## src/hdl/uec_pkg.sv

```systemverilog
package uec_pkg;

    // ------------------------------------------------------------
    // Register map
    // ------------------------------------------------------------
    localparam logic [15:0] UEC_CFG_OFFSET  = 16'h2C02;
    localparam logic [7:0]  UEC_CFG_RESET   = 8'hC8;
    // Only power select, detach, join and wake bits hold state
    localparam logic [7:0]  UEC_CFG_WR_MASK = 8'hCA;
    localparam logic [7:0]  UEC_ZERO_BYTE   = 8'h00;

    // ------------------------------------------------------------
    // Field positions
    // ------------------------------------------------------------
    localparam int UEC_BIT_PWR   = 7;
    localparam int UEC_BIT_DET   = 6;
    localparam int UEC_BIT_JOIN  = 3;
    localparam int UEC_BIT_SPEED = 2;
    localparam int UEC_BIT_WAKE  = 1;

    // ------------------------------------------------------------
    // Buffer descriptors
    // ------------------------------------------------------------
    localparam int UEC_EP_W = 4;

    typedef enum logic [0:0] {
        UEC_DIR_OUT = 1'b0,
        UEC_DIR_IN  = 1'b1
    } uec_dir_t;

    // ------------------------------------------------------------
    // Read view: stored bits plus live speed, reserved bits zero
    // ------------------------------------------------------------
    function automatic logic [7:0] uec_cfg_view(input logic [7:0] cfg, input logic hs);
        logic [7:0] v;
        v = cfg & UEC_CFG_WR_MASK;
        v[UEC_BIT_SPEED] = hs;
        return v;
    endfunction

endpackage

```

## src/hdl/uec_buf_join.sv

```systemverilog
`timescale 1ns/10ps
module uec_buf_join #(
    parameter int EP_W = uec_pkg::UEC_EP_W
) (
    input  wire logic            clk,
    input  wire logic            srst,
    input  wire logic            join_mode,
    input  wire logic            buf_start,
    input  wire uec_pkg::uec_dir_t buf_dir,
    input  wire logic [EP_W-1:0] buf_ep,
    input  wire logic            bus_reset,
    output logic                 buf_join,
    output logic                 buf_join_valid
);

    // ------------------------------------------------------------
    // Previous buffer history
    // ------------------------------------------------------------
    logic              have_prev_ff;
    uec_pkg::uec_dir_t prev_dir_ff;
    logic [EP_W-1:0]   prev_ep_ff;
    logic              join_ff;
    logic              valid_ff;

    wire same_stream = have_prev_ff && (prev_dir_ff == buf_dir) && (prev_ep_ff == buf_ep);
    wire nxt_join    = join_mode && same_stream;

    always_ff @(posedge clk) begin
        if (srst || bus_reset) begin
            have_prev_ff <= 1'b0;
            prev_dir_ff  <= uec_pkg::UEC_DIR_OUT;
            prev_ep_ff   <= '0;
        end else if (buf_start) begin
            have_prev_ff <= 1'b1;
            prev_dir_ff  <= buf_dir;
            prev_ep_ff   <= buf_ep;
        end
    end

    always_ff @(posedge clk) begin
        if (srst) begin
            join_ff  <= 1'b0;
            valid_ff <= 1'b0;
        end else begin
            valid_ff <= buf_start;
            if (buf_start) begin
                join_ff <= nxt_join;
            end
        end
    end

    assign buf_join       = join_ff;
    assign buf_join_valid = valid_ff;
endmodule

```

## src/hdl/uec_top.sv

```systemverilog
`timescale 1ns/10ps
module uec_top (
    input  wire logic                          SYS_CLK,
    input  wire logic                          SRST,
    input  wire logic [15:0]                   REG_ADDR,
    input  wire logic                          REG_WR,
    input  wire logic [7:0]                    REG_WDATA,
    input  wire logic                          REG_RD,
    output logic [7:0]                         REG_RDATA,
    output logic                               REG_RVALID,
    input  wire logic                          HS_MODE,
    input  wire logic                          USB_BUS_RESET,
    input  wire logic                          HOST_SET_RWU,
    input  wire logic                          HOST_CLR_RWU,
    input  wire logic                          STD_REQ,
    output logic                               SELF_POWERED,
    output logic                               SELF_PWR_VALID,
    output logic                               DP_PULLUP_EN,
    output logic                               HS_TERM_EN,
    output logic                               DRIVE_K,
    input  wire logic                          BUF_START,
    input  wire uec_pkg::uec_dir_t             BUF_DIR,
    input  wire logic [uec_pkg::UEC_EP_W-1:0]  BUF_EP,
    output logic                               BUF_JOIN,
    output logic                               BUF_JOIN_VALID
);

    // ------------------------------------------------------------
    // Register access decode
    // ------------------------------------------------------------
    logic [7:0] cfg_ff;
    logic [7:0] rdata_ff;
    logic       rvalid_ff;

    wire        addr_hit  = (REG_ADDR == uec_pkg::UEC_CFG_OFFSET);
    wire        wr_hit    = REG_WR && addr_hit;
    wire [7:0]  cfg_view  = uec_pkg::uec_cfg_view(cfg_ff, HS_MODE);
    wire [7:0]  nxt_cfg   = REG_WDATA & uec_pkg::UEC_CFG_WR_MASK;
    // Unmapped reads answer zero so software never sees stale data
    wire [7:0]  nxt_rdata = addr_hit ? cfg_view : uec_pkg::UEC_ZERO_BYTE;

    always_ff @(posedge SYS_CLK) begin
        if (SRST) begin
            cfg_ff <= uec_pkg::UEC_CFG_RESET;
        end else if (wr_hit) begin
            cfg_ff <= nxt_cfg;
        end
    end

    always_ff @(posedge SYS_CLK) begin
        if (SRST) begin
            rdata_ff  <= uec_pkg::UEC_ZERO_BYTE;
            rvalid_ff <= 1'b0;
        end else begin
            rvalid_ff <= REG_RD;
            if (REG_RD) begin
                rdata_ff <= nxt_rdata;
            end
        end
    end

    assign REG_RDATA  = rdata_ff;
    assign REG_RVALID = rvalid_ff;

    // ------------------------------------------------------------
    // Power source reporting
    // ------------------------------------------------------------
    logic self_pwr_ff;
    logic self_vld_ff;

    // Report only: no power path is touched by this bit
    wire nxt_self_pwr = !cfg_ff[uec_pkg::UEC_BIT_PWR];

    always_ff @(posedge SYS_CLK) begin
        if (SRST) begin
            self_pwr_ff <= 1'b0;
            self_vld_ff <= 1'b0;
        end else begin
            self_vld_ff <= STD_REQ;
            if (STD_REQ) begin
                self_pwr_ff <= nxt_self_pwr;
            end
        end
    end

    assign SELF_POWERED   = self_pwr_ff;
    assign SELF_PWR_VALID = self_vld_ff;

    // ------------------------------------------------------------
    // Termination control
    // ------------------------------------------------------------
    logic pullup_ff;
    logic hsterm_ff;

    wire detach      = cfg_ff[uec_pkg::UEC_BIT_DET];
    wire nxt_pullup  = !detach && !HS_MODE;
    wire nxt_hsterm  = !detach && HS_MODE;

    always_ff @(posedge SYS_CLK) begin
        if (SRST) begin
            pullup_ff <= 1'b0;
            hsterm_ff <= 1'b0;
        end else begin
            pullup_ff <= nxt_pullup;
            hsterm_ff <= nxt_hsterm;
        end
    end

    assign DP_PULLUP_EN = pullup_ff;
    assign HS_TERM_EN   = hsterm_ff;

    // ------------------------------------------------------------
    // Remote wakeup
    // ------------------------------------------------------------
    logic rwu_en_ff;
    logic drive_k_ff;

    // Set wins over a clear arriving in the same cycle
    wire nxt_rwu_en = HOST_SET_RWU || (rwu_en_ff && !HOST_CLR_RWU && !USB_BUS_RESET);
    // Duration is left to software; K follows the bit while rwu_en_ff is set
    wire nxt_drive_k = cfg_ff[uec_pkg::UEC_BIT_WAKE] && rwu_en_ff;

    always_ff @(posedge SYS_CLK) begin
        if (SRST) begin
            rwu_en_ff  <= 1'b0;
            drive_k_ff <= 1'b0;
        end else begin
            rwu_en_ff  <= nxt_rwu_en;
            drive_k_ff <= nxt_drive_k;
        end
    end

    assign DRIVE_K = drive_k_ff;

    // ------------------------------------------------------------
    // Buffer joining
    // ------------------------------------------------------------
    uec_buf_join #(
        .EP_W (uec_pkg::UEC_EP_W)
    ) u_join (
        .clk            (SYS_CLK),
        .srst           (SRST),
        .join_mode      (cfg_ff[uec_pkg::UEC_BIT_JOIN]),
        .buf_start      (BUF_START),
        .buf_dir        (BUF_DIR),
        .buf_ep         (BUF_EP),
        .bus_reset      (USB_BUS_RESET),
        .buf_join       (BUF_JOIN),
        .buf_join_valid (BUF_JOIN_VALID)
    );
endmodule

```

## config.mk

```make
export PLATFORM = sky130hd
export DESIGN_NAME = uec_top
export DESIGN_NICKNAME = d
export VERILOG_FILES = /design/src/hdl/uec_pkg.sv /design/src/hdl/uec_buf_join.sv /design/src/hdl/uec_top.sv
export SDC_FILE = /design/constraint.sdc
export NUM_CORES = 1
export LEC_CHECK = 0
export ABC_AREA = 1
export BUFFER_PORTS_ARGS = -buffer_cell sky130_fd_sc_hd__buf_4
export CORE_MARGIN = 5
export CORE_UTILIZATION = 43
export DETAILED_ROUTE_END_ITERATION = 6
export HOLD_SLACK_MARGIN = 0.08
export PLACE_DENSITY = 0.75
export SLEW_MARGIN = 10
export SYNTH_ARGS = -nofsm -noshare
export SYNTH_HDL_FRONTEND = slang
export SYNTH_SLANG_ARGS = --single-unit
```

## constraint.sdc

```tcl
create_clock -name SYS_CLK -period 1.1 [get_ports SYS_CLK]
set_clock_uncertainty 0.1 [all_clocks]
set_input_delay 0.055 -clock SYS_CLK [delete_from_list [all_inputs] [get_ports SYS_CLK]]
set_output_delay 0.055 -clock SYS_CLK [all_outputs]
set_load 0.005 [all_outputs]
```

==> out/metrics.csv <==
metric,value,unit
most frequent cell after synthesis,dfxtp_1,
R2R Path End,u_join.buf_join,
DP Cell Count,204,
max-cap violation count,0,
CTS root buf,clkbuf_4,
CP Launch Type,input port,
Post-synth EDFFs,0,
syn_area_per_cell,7.72,um^2
Final Hold Viols,7,
"Distinct cells, synth",21,
Seq cells post-synth,24,
vias in the first global route,1053,
htree depth,1,
Overall Global Routing Usage,16.4,%
Synth Flop Type,dfxtp_1,
Post-Route WL,2590,um
detailed router's first-iteration violation count,20,
Mapped Cells,130,
r2r startpoint,u_join.prev_ep_ff[2],
final setup vio count,0,
Synth area leaders,"dfxtp_1, nand2_1, nor2_1",
launch point of the worst path,BUF_EP[3],
vias after detailed routing,1033,
Synth Cell Area,1000,um^2
multiplexer share of the synthesized area,0,%
total core area,2210,um^2
# clock sinks,24,
fin util,73.0,%
area of placed instances,1380,um^2
largest family of logic cells by synthesized area,simple AND/OR/NAND/NOR gates,
status,finished with violations,
Core Rows,17,
largest net degree at the start of global routing,15,
port bufs,47,
Tcrit/Tclk final,95.8,%
total grt overflow,0,
io pins,55,
initial core utilization,45.4,%
Detailed Routing Iterations Pass 1,4,
adder-cell share of the synthesized area,0,%
initial antenna violation count,0,
Routed Antenna Nets,0,
failing checks,negative hold slack,
die area,3400,um^2
cts bufs inserted,3,
Layout Nets,238,
Final GP Congestion,0.835,
PD cells,1120,nW/um^2
Yosys warnings,0,
Clock transition at path regs,140,ps
diode count,0,
Simple-Gate Fraction of Synth Area,27.8,%
WS Path Type,input port to flip-flop,
Final Non-Filler Cells,226,
peak supply drop,0.961,mV
Pwr Total,0.00181,W
Synth Area in XOR/XNOR,1.75,%
asr flop ratio synth,0,%
Final min period,1050,ps
Worst Hold Class,input port to flip-flop,
DRC,0,
Worst Path Max Fanout,2,
Worst Setup EP,u_join.buf_join,
Arrival @ worst endpoint,1210,ps
Layout Area Growth over Synthesis,60.8,%
"Seq/Total Area, Yosys",47.9,%
post-synth top area share,47.9,%
max frequency,949,MHz
Max clock buf depth,2,
commonest cells in the netlist,"dfxtp_1, nand2_1, nor2_1",
vias per cell,4.57,
Hold WS,-139,ps
max reg flops,5,
first-pass GRT wire length,4350,um
DIE HEIGHT,58.3,um
FF-to-FF setup slack,80,ps
Post-DP HPWL,1900,um
RSZ-0062 raised after global routing,true,
Worst Path Required,1260,ps
layout cells sized above 1,31.8,%
fin area,1610,um^2
Synth area leader,dfxtp_1,
hold buffer count at CTS,18,
CTS tree,built,
Lkg Pwr,0.767,nW
WL/cell,11.4,um
Reg2Reg Depth,6,
clk_lat worst skew,320,ps
Final Slew Violations,0,
Die W,58.3,um
Synth Area in Compound Gates,12.0,%
CP Capture Type,flip-flop,
==> placed cells by master (no fill, tap or decap) <==
master          n
nor2_1         18
nand4_1         3
nor2_4          2
nor3_1          2
o31ai_1         1
dfxtp_1        24
nor2_2          1
bufinv_16       1
a211oi_1        1
clkbuf_4        3
dlygate4sd3_1  18
inv_2           3
nand3_1        10
buf_4          51
nand3_4         1
nor3b_1         1
o21ai_0        10
nand2_2         1
xor2_1          2
inv_1          11
a21oi_1        11
conb_1          3
nand2_1        20
==> through the flow <==
stage | worst slack [ps] | hold WS, ps | TNS, ps
floorplan | 215 | 31.8 | 0
global placement | 105 | 139 | 0
detailed placement | 34.4 | 142 | 0
CTS | 44.0 | -150 | 0
global route | -6.15 | -145 | -12.1
finish | 46.6 | -139 | 0
==> worst min path at each step <==
| stage | from | endpoint | slack [ps] | cells after the start |
|---|---|---|---|---|
| final | SRST | SELF_PWR_VALID | -140 | 2 |
| after global routing | SRST | DP_PULLUP_EN | -140 | 2 |
| after CTS | SRST | SELF_PWR_VALID | -150 | 2 |
| after detailed placement | HS_MODE | DP_PULLUP_EN | 140 | 2 |
| after global placement | HS_MODE | DP_PULLUP_EN | 140 | 2 |
| after floorplan | HS_MODE | DP_PULLUP_EN | 30 | 1 |
==> repair_timing <==
action,4_1_cts,5_1_grt
hold endpoints to repair,24,14
setup buffers,0,0
gates resized for setup,0,4
endpoints found under the setup margin,0,4
==> area by class of cell <==
type,count,area (um^2)
fill,173,598
clock inverter,1,30.0
timing repair buffer,69,563
clock buffer,3,22.5
sequential,24,480
tap,28,35.0
inverter,14,52.6
multi-input combinational,87,430
==> per-layer routing <==
layer,track usage [%],wire length (um)
met1,16.8,972
met2,32.1,1450
met3,3.51,127
met4,5.96,36
met5,0,0
==> kinds of logic after synthesis <==
kind of cell | count (synthesis)
simple gates | 59
flops | 24
compound gates | 23
buf+inv | 21
xor+xnor | 2
other cells | 1
==> power by group <==
group          leakage [nW]  switching, W  internal [W]
Combinational         0.543      0.000105      0.000167
Clock                0.0279      0.000265      0.000368
Sequential            0.196     0.0000124      0.000897
Total                 0.767      0.000383       0.00143
==> critical path, stage by stage <==
cell and delay, ps:
dlygate4sd3_1 540, buf_4 140, xor2_1 130, nor2_1 90
nand3_1 100, a21oi_1 160
Note: power is estimated with default switching activity, not from simulation.
